## src/hold_clear_map.vh

```
// register offsets, field positions, encodings and reset values for the policy
`ifndef HOLD_CLEAR_MAP_VH
`define HOLD_CLEAR_MAP_VH

// ---------------------------------------------------------------
// register byte offsets
// ---------------------------------------------------------------
`define REG_CTRL 12'h000
`define REG_STATUS 12'h004
`define REG_OUT_CMD 12'h008
`define REG_IN_RAW 12'h00C
`define REG_FW_REV 12'h010
`define REG_CNT_BASE 12'h040
`define REG_CNT_LAST 12'h05C

// ---------------------------------------------------------------
// ctrl fields
// ---------------------------------------------------------------
`define CTRL_HOLD_BIT 0
`define CTRL_SIO_BIT 1
`define CTRL_RESET 32'h0000_0000

// ---------------------------------------------------------------
// status fields
// ---------------------------------------------------------------
`define ST_VALID_BIT 0
`define ST_HELD_BIT 1
`define ST_FORCED_OFF_BIT 2
`define ST_EFF_HOLD_BIT 3

// ---------------------------------------------------------------
// cpu operating states
// ---------------------------------------------------------------
`define CPU_RUN 3'h0
`define CPU_STOP 3'h1
`define CPU_PAUSE 3'h2
`define CPU_RESET 3'h3
`define CPU_ERR 3'h4

// ---------------------------------------------------------------
// misc values
// ---------------------------------------------------------------
`define FW_HOLD_ONLY 8'h3B // arbitrary value for the early hold-only revision
`define CNT_ZERO 16'h0000
`define CNT_ONE 16'h0001
`define CNT_MAX 16'hFFFF
`define APB_OKAY 32'h0000_0000

`endif

```

## src/hold_clear_policy.v

```verilog
// output hold/clear policy with apb registers and per-output on counters
`timescale 1ns/1ps
`include "hold_clear_map.vh"

module hold_clear_policy #(
  parameter N = 8,
  parameter CW = 16,
  parameter [7:0] FW_REV = 8'h10 // arbitrary revision value
) (
  input wire pclk,
  input wire presetn,
  input wire psel,
  input wire penable,
  input wire pwrite,
  input wire [11:0] paddr,
  input wire [31:0] pwdata,
  output reg [31:0] prdata,
  output wire pready,
  output wire pslverr,
  input wire link_up,
  input wire cyclic_run,
  input wire [2:0] cpu_state,
  input wire internal_fault,
  input wire [N-1:0] cyclic_output_bits,
  input wire [N-1:0] raw_inputs,
  output wire [N-1:0] out_level,
  output wire out_data_valid,
  output wire out_data_held,
  output wire [N-1:0] cyclic_input_bits
);

  // ---------------------------------------------------------------
  // state
  // ---------------------------------------------------------------
  reg [31:0] ctrl_q;
  reg [N-1:0] out_q;
  reg [N-1:0] out_d;
  reg [N-1:0] in_q;
  reg valid_q;
  reg valid_d;
  reg held_q;
  reg held_d;
  wire [N*CW-1:0] cnt_bus;
  reg [31:0] rd_word;
  wire apb_wr;
  wire apb_setup_rd;
  wire link_ok;
  wire eff_hold;
  wire sio_mode;
  integer i;

  // zero-wait slave: every access completes in its first access cycle;
  // read data is fetched in the setup cycle so it can leave a flip-flop
  assign apb_wr = psel && penable && pwrite;
  assign apb_setup_rd = psel && !penable && !pwrite;
  assign pready = 1'b1;
  assign pslverr = 1'b0;

  // counter window decode, one word per channel;
  // shared by the write strobes and the read word
  function cnt_hit;
    input [11:0] a;
    input integer ch;
    begin
      cnt_hit = (a == (`REG_CNT_BASE + ch[9:0] * 12'h004));
    end
  endfunction

  // ---------------------------------------------------------------
  // policy decode
  // ---------------------------------------------------------------
  // priority, highest first: internal fault, then link loss or cpu
  // reset (hold or clear), then the cpu state itself. a fault wins over
  // hold because a failed module must not keep driving its loads.
  assign link_ok = link_up && cyclic_run;
  assign eff_hold = ctrl_q[`CTRL_HOLD_BIT] || (FW_REV == `FW_HOLD_ONLY);
  assign sio_mode = ctrl_q[`CTRL_SIO_BIT];

  // next outputs; registered so a change lands one cycle later
  always @* begin
    out_d = out_q;
    valid_d = 1'b0;
    held_d = 1'b0;
    if (internal_fault) begin
      out_d = {N{1'b0}};
    end else if (!link_ok || cpu_state == `CPU_RESET) begin
      // link loss and cpu reset share handling
      // hold keeps out_q as it stands; valid keeps its value in io-link
      if (eff_hold) begin
        held_d = 1'b1;
        valid_d = !sio_mode && valid_q;
      end else begin
        out_d = {N{1'b0}};
      end
    end else begin
      case (cpu_state)
        `CPU_RUN, `CPU_PAUSE: begin
          out_d = cyclic_output_bits;
          valid_d = 1'b1;
        end
        `CPU_STOP, `CPU_ERR: begin
          // in sio the master already chose on/off for us
          out_d = cyclic_output_bits;
          valid_d = sio_mode ? 1'b1 : eff_hold;
          if (!sio_mode && !eff_hold) begin
            out_d = {N{1'b0}};
          end
        end
        // undefined cpu codes fail safe: off and invalid
        default: begin
          out_d = {N{1'b0}};
          valid_d = 1'b0;
        end
      endcase
    end
  end

  // output and input registers
  // inputs toward the master are cleared here under the same fault
  always @(posedge pclk or negedge presetn) begin
    if (!presetn) begin
      out_q <= {N{1'b0}};
      in_q <= {N{1'b0}};
      valid_q <= 1'b0;
      held_q <= 1'b0;
    end else begin
      out_q <= out_d;
      valid_q <= valid_d;
      held_q <= held_d;
      in_q <= internal_fault ? {N{1'b0}} : raw_inputs;
    end
  end

  assign out_level = out_q;
  assign out_data_valid = valid_q;
  assign out_data_held = held_q;
  assign cyclic_input_bits = in_q;

  // ---------------------------------------------------------------
  // on counters
  // ---------------------------------------------------------------
  // one counter per output, fed from the registered level so a glitch
  // on the command between edges can never be counted
  genvar g;
  generate
    for (g = 0; g < N; g = g + 1) begin : g_cnt
      on_counter #(.CW(CW)) u_cnt (
        .pclk(pclk),
        .presetn(presetn),
        .level(out_q[g]),
        .wr_en(apb_wr && cnt_hit(paddr, g)),
        .wr_data(pwdata[CW-1:0]),
        .count(cnt_bus[g*CW +: CW])
      );
    end
  endgenerate

  // ---------------------------------------------------------------
  // apb registers
  // ---------------------------------------------------------------
  // single setting written by the master covers every output
  // only the two defined bits are kept; the rest read back zero
  always @(posedge pclk or negedge presetn) begin
    if (!presetn) begin
      ctrl_q <= `CTRL_RESET;
    end else if (apb_wr && paddr == `REG_CTRL) begin
      ctrl_q <= {30'h0, pwdata[`CTRL_SIO_BIT],
        pwdata[`CTRL_HOLD_BIT]};
    end
  end

  // read word for the addressed register; unmapped addresses read zero
  always @* begin
    rd_word = `APB_OKAY;
    case (paddr)
      `REG_CTRL: rd_word = ctrl_q;
      `REG_STATUS: begin
        rd_word[`ST_VALID_BIT] = valid_q;
        rd_word[`ST_HELD_BIT] = held_q;
        rd_word[`ST_FORCED_OFF_BIT] = internal_fault;
        rd_word[`ST_EFF_HOLD_BIT] = eff_hold;
      end
      `REG_OUT_CMD: rd_word[N-1:0] = out_q;
      `REG_IN_RAW: rd_word[N-1:0] = in_q;
      `REG_FW_REV: rd_word[7:0] = FW_REV;
      default: begin
        for (i = 0; i < N; i = i + 1) begin
          if (cnt_hit(paddr, i)) begin
            rd_word[CW-1:0] = cnt_bus[i*CW +: CW];
          end
        end
      end
    endcase
  end

  // captured in the setup cycle, shown through the access cycle, then
  // cleared. limitation: a counter that steps during the access cycle
  // reads back its value from the setup cycle.
  always @(posedge pclk or negedge presetn) begin
    if (!presetn) begin
      prdata <= `APB_OKAY;
    end else if (apb_setup_rd) begin
      prdata <= rd_word;
    end else begin
      prdata <= `APB_OKAY;
    end
  end

endmodule // hold_clear_policy

```

## src/on_counter.v

```verilog
// one output channel's ON-transition total, writable by software
`timescale 1ns/1ps
`include "hold_clear_map.vh"

module on_counter #(
  parameter CW = 16
) (
  input wire pclk,
  input wire presetn,
  input wire level,
  input wire wr_en,
  input wire [CW-1:0] wr_data,
  output wire [CW-1:0] count
);

  reg level_q;
  reg [CW-1:0] count_q;
  reg [CW-1:0] count_d;

  // rising edge of the driven level counts; software write wins
  always @* begin
    count_d = count_q;
    if (wr_en) begin
      count_d = wr_data;
    end else if (level && !level_q && count_q != `CNT_MAX) begin
      count_d = count_q + `CNT_ONE;
    end
  end

  // saturate at top of range rather than wrapping to zero
  always @(posedge pclk or negedge presetn) begin
    if (!presetn) begin
      level_q <= 1'b0;
      count_q <= `CNT_ZERO;
    end else begin
      level_q <= level;
      count_q <= count_d;
    end
  end

  assign count = count_q;

endmodule // on_counter

```

## config.mk

```make
export PLATFORM = sky130hd
export DESIGN_NAME = hold_clear_policy
export DESIGN_NICKNAME = d
export VERILOG_FILES = /design/src/hold_clear_policy.v /design/src/on_counter.v
export VERILOG_INCLUDE_DIRS = /design/src
export SDC_FILE = /design/constraint.sdc
export NUM_CORES = 1
export LEC_CHECK = 0
export CORE_ASPECT_RATIO = 0.75
export CORE_MARGIN = 10
export CORE_UTILIZATION = 40
export DETAILED_ROUTE_END_ITERATION = 10
export DONT_BUFFER_PORTS = 1
export PLACE_DENSITY_LB_ADDON = 0.3
export REMOVE_ABC_BUFFERS = 1
export SYNTH_ARGS = -nofsm -noshare
export SYNTH_HDL_FRONTEND = slang
export SYNTH_SLANG_ARGS = --single-unit
```

## constraint.sdc

```tcl
create_clock -name pclk -period 3.82 [get_ports pclk]
set_clock_uncertainty 0.05 [all_clocks]
set_input_delay 0.191 -clock pclk [delete_from_list [all_inputs] [get_ports pclk]]
set_output_delay 0.191 -clock pclk [all_outputs]
set_load 0.03 [all_outputs]
```

==> reports/results.tsv, run 1 <==
metric	value	unit
initial antenna violation count	2	
Clock Path Buffers	2	
Post-synth EDFFs	0	
Die Y	161	um
RR Startpoint	g_cnt[5].u_cnt.count[0]	
CTS buffer count	17	
Syn Inst Count	1198	
highest-delay cell along the critical path	nor3_1	
CTS tree	built	
CTS Root Buffer Type	clkbuf_16	
Synth area leaders	dfrtp_1 (41%), nand2_1 (5.2%), xor2_1 (5.2%), o21ai_0 (4.8%), nor2_1 (3.8%)	
Crit path largest cell delay	0.62	ns
Final Cycle Share	0.714	
Worst Setup End Kind	register	
Die X	207	um
setup_tns	0	ns
Setup violations, final	0	
status	complete, but fails checks	
pin count of the biggest net entering global routing	173	
failing checks	negative hold slack	
Crit Path Class	reg2reg	
post-synthesis average cell area	8.79	sq um
CP Launch Point	g_cnt[5].u_cnt.count[0]	
Clock Latency Late Sink	0.44	ns
Synth area leader	dfrtp_1	
Distinct cells, synth	66	
leakage power	4.33	nW
max_cap viols	0	
clk sinks	172	
Nets	1266	
DR vias	8965	
Worst Tran Pin Value	1.09	ns
clk slew on worst S/H paths	0.07	ns
ANT nets after route	0	
critical path fanouts, max	5	
power per cell area	599	nW/um^2
fraction of registers with async set/reset	1.00	
crit path launch type	register	
Total Wirelength	32600	um
Area Overhead vs Synth	9.81	%
Final Util	0.445	
Required @ worst endpoint	4.13	ns
FF-to-FF End	g_cnt[5].u_cnt.count[12]	
Ports	123	
fin crit period	2.73	ns
Cell Chain, Critical Path	ha_1 -> nand4_1 -> or3b_2 -> nor3_1 -> nand3_1 -> xor2_1 -> a21oi_1	
total grt overflow	0	
I/O Buffers	0	
Pre-Repair DR Iteration Count	5	
flop2flop setup slack	1.09	ns
FMAX	367	MHz
Synth Register Bits	172	
post-route DRC violation count	0	
Hold Vio Cnt, Final	172	
unrepaired setup endpoints after global routing	false	
vias in the first global route	8305	
full die area	33300	sq um
detailed placement HPWL	23000	um
routed length per placed instance	21.1	um
FF-to-FF path depth	7	
vias per inst	5.81	
setup bufs post-CTS	0	
CTS Hold Bufs	36	
core area	26000	sq um
Fin Hold WS	-0.607	ns
post-cts sizing count	0	
IR Drop Worst-Case VDD	0.408	mV
DRT iter0 DRCs	998	
Synth top area share	0.409	
share of cells above drive strength 1	0.0659	
# H-tree levels	4	
Worst slew margin	0.270	
crit path DAT	3.04	ns
mapped cell area	10500	sq um
Yosys warning total	0	
routability cong.	0.905	
Initial Util	0.406	
register area share after synthesis	0.409	
number of cell rows	51	
top_reg_cell synth	dfrtp_1	
first-pass GRT wire length	51000	um
Total GRT Usage	0.194	
min-delay worst type	in2async	
fin. max-slew vios	0	
sequential cells by signal, indices dropped and copies added, names as in the netlist:
signal,cells
ctrl_q,2
out_level,8
g_cnt.u_cnt.level_q,8
out_data_valid,1
prdata,16
out_data_held,1
g_cnt.u_cnt.count,128
cyclic_input_bits,8
power by group:
| part | total (mW) | leakage, nW | switching (mW) | internal [mW] |
|---|---|---|---|---|
| clock | 1.87 | 0.294 | 0.742 | 1.13 |
| sequential | 3.08 | 1.87 | 0.763 | 2.32 |
| combinational | 1.98 | 2.17 | 1.09 | 0.888 |
| total | 6.93 | 4.33 | 2.60 | 4.33 |
cell usage in the layout, fill, tap and decap left out, types with 32 or more instances in the layout:
cell type / n
dfrtp_1: 172
nand2_1: 145
nor2_1: 106
o21ai_0: 100
a21oi_1: 72
nand3_1: 62
xor2_1: 62
xnor2_1: 43
dlygate4sd3_1: 36
and3_1: 34
nand4_1: 32
routing by layer:
metal  wire length [um]  GRT usage  vias to the layer above
met3               3500     0.0655                       28
met2              13100      0.260                      382
li1                   -          -                     4197
met1              15600      0.290                     4356
met4                310     0.0367                        2
met5                  7          0                        -
final cells by class:
type,count,area (sq um)
fillers,2489,14400
multi-input cells,933,5710
flip-flops and latches,172,4300
clock buffers,24,472
repair buffers,49,458
well taps,344,430
clock inverters,7,138
inverters,14,52.6
diodes,1,2.50
Yosys cell counts, types with 9 or more instances:
master and instances:
and4_1 10, buf_2 25, and3_1 34, nand4_1 32, nor3_1 20, xnor2_1 43, mux2i_1 28, xor2_1 62
a211oi_1 16, mux2_2 18, clkbuf_1 31, a22o_1 9, o21ai_0 100, a21oi_1 72, and2_1 11, nand3_1 62
dfrtp_1 172, nand2_1 145, nor2b_1 22, o22ai_1 28, buf_4 31, inv_1 13, nor2_1 106
per-stage QoR:
step	hold slack (ns)	area (sq um)	std cells	setup WS, ns	power, mW
floorplan	-0.155	10000	1119	0.721	4.33
global placement	-0.146	10600	1476	1.22	4.90
detailed placement	-0.144	10600	1476	1.16	4.96
CTS	-0.617	11600	1543	1.14	6.90
global route	-0.623	11600	1544	0.916	7.36
finish	-0.607	11600	1544	1.09	6.93
logic make-up (layout without fill, tap and decap cells):
group | Yosys count | in the layout | synth area share
other | 2 | 19 | 0.000713
buffers and inverters | 109 | 94 | 0.0564
adder cells (fa/ha/maj) | 8 | 8 | 0.00950
flip-flops | 172 | 172 | 0.409
AND/OR/NAND/NOR | 481 | 481 | 0.226
multiplexers | 50 | 50 | 0.0537
XOR/XNOR | 105 | 105 | 0.0873
AO/OA/AOI/OAI | 271 | 271 | 0.158
worst max path at each step:
stage,to,slack [ns],depth (start not counted)
floorplan,g_cnt[6].u_cnt.count[0],0.72,4
global route,g_cnt[5].u_cnt.count[12],0.92,7
finish,g_cnt[5].u_cnt.count[12],1.09,7
detailed placement,g_cnt[5].u_cnt.count[14],1.16,7
CTS,g_cnt[5].u_cnt.count[12],1.14,7
global placement,g_cnt[5].u_cnt.count[14],1.22,7
critical path: cells and delay by family (launching register included):
kind / cells / cell delay, ns
flip-flops: 1 / 0.44
XOR/XNOR: 1 / 0.17
adder cells (fa/ha/maj): 1 / 0.33
AND/OR/NAND/NOR: 4 / 1.50
AO/OA/AOI/OAI: 1 / 0.15
Power figures use the tool's default switching activity.
==> run 2: changes to the inputs <==
Clock period 3.82 ns to 2.6 ns, I/O delays scaled along.
==> run 2 against run 1 <==
The flow still finishes with violations (negative hold slack). Global-route usage grew 0.21 points. Sequential share of layout area shrank 0.78 points. Largest power group unchanged. Highest routed layer is now met4. Power grew 44%. Combinational power grew 51%. Non-clock buffer count grew 36. Die area is the same. Register-to-register slack lost 0.79 ns. Hold slack lost 0.063 ns. Fmax grew 19%.
==> reports/results.tsv, run 2 (synthesized netlist as in run 1, its figures left out) <==
metric	value	unit	change
critical path fanouts, max	5		unchanged
Total Wirelength	33000	um	was 32600 um
CTS buffer count	17		unchanged
Crit Path Class	reg2reg		unchanged
# diodes	0		was 1
vias per inst	5.74		was 5.81
FILL cells	2504		was 2489
Final Total Pwr	9.96	mW	was 6.93 mW
share of cells above drive strength 1	0.0890		was 0.0659
failing checks	negative hold slack		unchanged
Int Pwr	6.06	mW	was 4.33 mW
power per cell area	843	nW/um^2	was 599 nW/um^2
first-pass GRT wire length	51600	um	was 51000 um
Hold Vio Cnt, Final	172		unchanged
Clock Latency Late Sink	0.44	ns	about the same
crit path launch type	register		unchanged
Total GRT Usage	0.196		was 0.194
fin crit period	2.29	ns	was 2.73 ns
IR Drop Worst-Case VDD	0.493	mV	was 0.408 mV
Pre-Repair DR Iteration Count	5		unchanged
Comb pwr share	0.299		was 0.286
# H-tree levels	4		unchanged
DP Area	10800	sq um	was 10600 sq um
FMAX	436	MHz	was 367 MHz
Die Y	161	um	unchanged
DR vias	9070		was 8965
crit path DAT	2.61	ns	was 3.04 ns
CTS Hold Bufs	45		was 36
clock network power share	0.248		was 0.269
vias in the first global route	8443		was 8305
routability cong.	0.945		was 0.905
Required @ worst endpoint	2.91	ns	was 4.13 ns
full die area	33300	sq um	unchanged
core area	26000	sq um	unchanged
P_sw	3.90	mW	was 2.60 mW
post-cts sizing count	0		unchanged
sequential power share	0.452		was 0.445
CTS Root Buffer Type	clkbuf_16		unchanged
most frequent cells in the layout	dfrtp_1 (172), nand2_1 (145), nor2_1 (106)		unchanged
FF+latch area	4300	sq um	unchanged
Setup violations, final	0		unchanged
total grt overflow	0		unchanged
Die X	207	um	unchanged
switch share	0.391		was 0.375
Ports	123		unchanged
status	complete, but fails checks		unchanged
post-route cell area	11800	sq um	was 11600 sq um
I/O Buffers	0		unchanged
Worst Tran Pin Value	0.845	ns	was 1.09 ns
clk slew on worst S/H paths	0.07	ns	about the same
CTS tree	built		unchanged
Fin Hold WS	-0.670	ns	was -0.607 ns
most common cell after layout, fill and taps aside	dfrtp_1		unchanged
detailed placement HPWL	23800	um	was 23000 um
DRT iter0 DRCs	964		was 998
post-route DRC violation count	0		unchanged
leakage power	4.48	nW	was 4.33 nW
setup bufs post-CTS	0		unchanged
min-delay worst type	in2async		unchanged
fin. max-slew vios	0		unchanged
number of cell rows	51		unchanged
pin count of the biggest net entering global routing	173		unchanged
Final Cycle Share	0.882		was 0.714
area occupied by multi-input gates	5710	sq um	unchanged
Worst slew margin	0.431		was 0.270
Clock Path Buffers	2		unchanged
unrepaired setup endpoints after global routing	false		unchanged
initial antenna violation count	0		was 2
Worst Setup End Kind	register		unchanged
max_cap viols	0		unchanged
routed length per placed instance	20.9	um	was 21.1 um
clk sinks	172		unchanged
max reg flops	128		unchanged
Initial Util	0.406		unchanged
Area Overhead vs Synth	12.2	%	was 9.81%
ANT nets after route	0		unchanged
Nets	1302		was 1266
==> run 2: changes by cell type in the layout (fill, tap and decap cells not counted), moves of 3 or more <==
cell           delta
clkinv_4          +4
clkbuf_1          -3
dlygate4sd3_1     +9
bufinv_16         -3
clkinvlp_4        +4
buf_4            +26
==> run 2: critical path: stages, from the launching register on <==
cell,delay [ns]
dfrtp_1,0.42
ha_1,0.30
nand4_1,0.17
or3b_2,0.54
nor3_1,0.16
buf_4,0.17
nand3_1,0.09
xor2_1,0.15
a21oi_1,0.15
==> run 2: path summary, 6_finish.rpt <==
| path | from | to | slack [ns] | cells past startpoint |
|---|---|---|---|---|
| max in group asynchronous | presetn | g_cnt[1].u_cnt.count[2] | 2.82 | 0 |
| hold / removal | presetn | g_cnt[1].u_cnt.count[10] | -0.67 | 0 |
| hold reg to reg | out_level[6] | g_cnt[6].u_cnt.level_q | 0.52 | 1 |
| setup reg to reg | g_cnt[5].u_cnt.count[0] | g_cnt[5].u_cnt.count[14] | 0.31 | 8 |
| setup / recovery | g_cnt[5].u_cnt.count[0] | g_cnt[5].u_cnt.count[14] | 0.31 | 8 |
| min in group pclk | paddr[3] | prdata[14] | 0.06 | 4 |
==> run 2: power by group through the flow <==
| stage | Combinational (mW) | Sequential (mW) | Clock (mW) |
|---|---|---|---|
| final | 2.98 | 4.51 | 2.47 |
| after global placement | 2.76 | 4.50 | 0 |
| after detailed placement | 2.83 | 4.53 | 0 |
| after global routing | 3.34 | 4.63 | 2.63 |
| after floorplan | 2.18 | 4.19 | 0 |
| after CTS | 2.95 | 4.48 | 2.51 |
==> run 2: routing by layer <==
metal / track usage / vias up / wire [um]
met5: 0 / - / 0
li1: - / 4267 / -
met2: 0.255 / 416 / 12900
met1: 0.296 / 4365 / 16100
met3: 0.0678 / 22 / 3680
met4: 0.0427 / 0 / 337
==> run 2: cell type report <==
| class | count | area share |
|---|---|---|
| clock buffer | 19 | 0.0366 |
| clock inverter | 13 | 0.0103 |
| inverter | 14 | 0.00445 |
| multi-input combinational | 933 | 0.483 |
| sequential | 172 | 0.364 |
| tap | 344 | 0.0364 |
| timing repair buffer | 85 | 0.0646 |
==> run 2: metrics by stage <==
step                cells  hold WS, ns  worst slack, ns  TNS [ns]   util
floorplan            1119       -0.216           -0.438    -15.18      -
global placement     1503       -0.205            0.360         0  0.416
detailed placement   1503       -0.205            0.303         0  0.416
CTS                  1580       -0.687            0.293         0  0.455
global route         1580       -0.681           0.0484         0  0.455
finish               1580       -0.670            0.307         0  0.455
==> run 3: changes to the inputs <==
Settings changed: CORE_UTILIZATION 40 to 45.
==> run 3 against run 2 <==
The flow still finishes with violations (negative hold slack). Final area decreased by 0.58%. First-iteration DRC count decreased by 1.9%. Count of clock-buffer cells in the layout increased by 2. Utilization increased by 5.6 points. Hold slack improved by 0.0083 ns. Sequential share of layout area increased by 0.21 points. Largest power group unchanged. Highest routed layer unchanged.
==> reports/results.tsv, run 3 (synthesized netlist as in run 1, its figures left out) <==
metric	value	unit	change
FF-to-FF path depth	8		unchanged
leakage power	4.48	nW	about the same
min-delay worst type	in2async		unchanged
number of cell rows	48		was 51
DRT iter0 DRCs	946		was 964
Required @ worst endpoint	2.91	ns	about the same
# diodes	0		unchanged
initial antenna violation count	0		unchanged
Cell Chain, Critical Path	ha_1 -> nand4_1 -> or3b_2 -> nor3_1 -> buf_4 -> nand3_1 -> xor2_1 -> a21oi_1		unchanged
# H-tree levels	4		unchanged
CTS Hold Bufs	43		was 45
I/O Buffers	0		unchanged
max_cap viols	0		unchanged
FILL cells	2151		was 2504
ANT nets after route	0		unchanged
Total GRT Usage	0.213		was 0.196
post-route DRC violation count	0		unchanged
crit path DAT	2.61	ns	about the same
routed length per placed instance	21.0	um	was 20.9 um
pin count of the biggest net entering global routing	173		unchanged
critical path fanouts, max	5		unchanged
vias in the first global route	8596		was 8443
status	complete, but fails checks		unchanged
Worst slew margin	0.512		was 0.431
Worst Tran Pin Value	0.730	ns	was 0.845 ns
FMAX	436	MHz	about the same
post-route cell area	11700	sq um	was 11800 sq um
DR vias	9085		was 9070
Fin Hold WS	-0.662	ns	was -0.670 ns
Nets	1292		was 1302
setup_tns	0	ns	unchanged
Ports	123		unchanged
first-pass GRT wire length	50500	um	was 51600 um
failing checks	negative hold slack		unchanged
Setup violations, final	0		unchanged
vias per inst	5.95		was 5.74
fin crit period	2.30	ns	was 2.29 ns
CTS Root Buffer Type	clkbuf_16		unchanged
Initial Util	0.458		was 0.406
Clock Latency Late Sink	0.44	ns	about the same
most common cell after layout, fill and taps aside	dfrtp_1		unchanged
CP Buf/Inv Count	1		unchanged
routability cong.	0.912		was 0.945
critical path depth in cells	8		unchanged
clk sinks	172		unchanged
Final Cycle Share	0.883		was 0.882
share of cells above drive strength 1	0.0848		was 0.0890
Die Y	152	um	was 161 um
Crit path largest cell delay	0.53	ns	was 0.54 ns
crit path launch type	register		unchanged
Crit Path Class	reg2reg		unchanged
highest-delay cell along the critical path	or3b_2		unchanged
DP Area	10700	sq um	was 10800 sq um
critical path's top delay family	simple AND/OR/NAND/NOR gates		unchanged
clk slew on worst S/H paths	0.07	ns	about the same
Worst Setup End Kind	register		unchanged
power per cell area	869	nW/um^2	was 843 nW/um^2
core area	23000	sq um	was 26000 sq um
CTS buffer count	17		unchanged
Clock Path Buffers	2		unchanged
most frequent cells in the layout	dfrtp_1 (172), nand2_1 (145), nor2_1 (106)		unchanged
full die area	30000	sq um	was 33300 sq um
Total Wirelength	32000	um	was 33000 um
fin. max-slew vios	0		unchanged
CTS tree	built		unchanged
Die X	197	um	was 207 um
total grt overflow	0		unchanged
IR Drop Worst-Case VDD	0.542	mV	was 0.493 mV
Hold Vio Cnt, Final	172		unchanged
Pre-Repair DR Iteration Count	5		unchanged
unrepaired setup endpoints after global routing	false		unchanged
max reg flops	128		unchanged
detailed placement HPWL	22700	um	was 23800 um
setup bufs post-CTS	0		unchanged
Area Overhead vs Synth	11.5	%	was 12.2%
## run 3: layout make-up
cell class | instances | area, sq um | share of cell area
clock buffers | 21 | 470 | 0.0401
multi-input cells | 933 | 5710 | 0.487
repair buffers | 75 | 671 | 0.0571
flip-flops and latches | 172 | 4300 | 0.367
inverters | 14 | 52.6 | 0.00447
clock inverters | 11 | 156 | 0.0133
well taps | 300 | 375 | 0.0320
## run 3: worst paths after layout
kind	start	to	slack [ns]
max	g_cnt[5].u_cnt.count[0]	g_cnt[5].u_cnt.count[12]	0.30
min	presetn	g_cnt[1].u_cnt.count[15]	-0.66
max reg2reg	g_cnt[5].u_cnt.count[0]	g_cnt[5].u_cnt.count[12]	0.30
min reg2reg	out_level[0]	g_cnt[0].u_cnt.level_q	0.52
max in group asynchronous	presetn	g_cnt[7].u_cnt.count[3]	2.93
min in group pclk	paddr[6]	prdata[2]	0.03
## run 3: routing by layer
layer	global-route usage	wire length (um)	vias to the layer above
li1	-	-	4246
met1	0.317	15000	4345
met2	0.284	12900	443
met3	0.0719	3510	51
met4	0.0529	593	0
met5	0	0	-
## run 3: power by group
part / switching [mW] / internal, mW
clock: 1.14 / 1.60
combinational: 1.62 / 1.33
sequential: 1.11 / 3.40
total: 3.87 / 6.34
## run 3: metrics by stage
step / power [mW] / worst slack (ns) / std cells / util
after global placement: 7.21 / 0.341 / 1451 / 0.464
after CTS: 10.2 / 0.217 / 1526 / 0.510
final: 10.2 / 0.305 / 1526 / 0.511
after floorplan: 6.36 / -0.438 / 1119 / -
after detailed placement: 7.29 / 0.228 / 1451 / 0.464
after global routing: 10.8 / 0.151 / 1526 / 0.511
## run 3: repair_timing
| item | in CTS | in global routing |
|---|---|---|
| setup endpoints to repair | 0 | 1 |
| hold endpoints to repair | 327 | 172 |
| gates resized for setup | 0 | 1 |
## run 3: worst reg2reg max path, cell delays in order (launching register included)
cell	delay, ns
dfrtp_1	0.42
ha_1	0.30
nand4_1	0.16
or3b_2	0.53
nor3_1	0.19
buf_4	0.18
nand3_1	0.10
xor2_1	0.15
a21oi_1	0.13
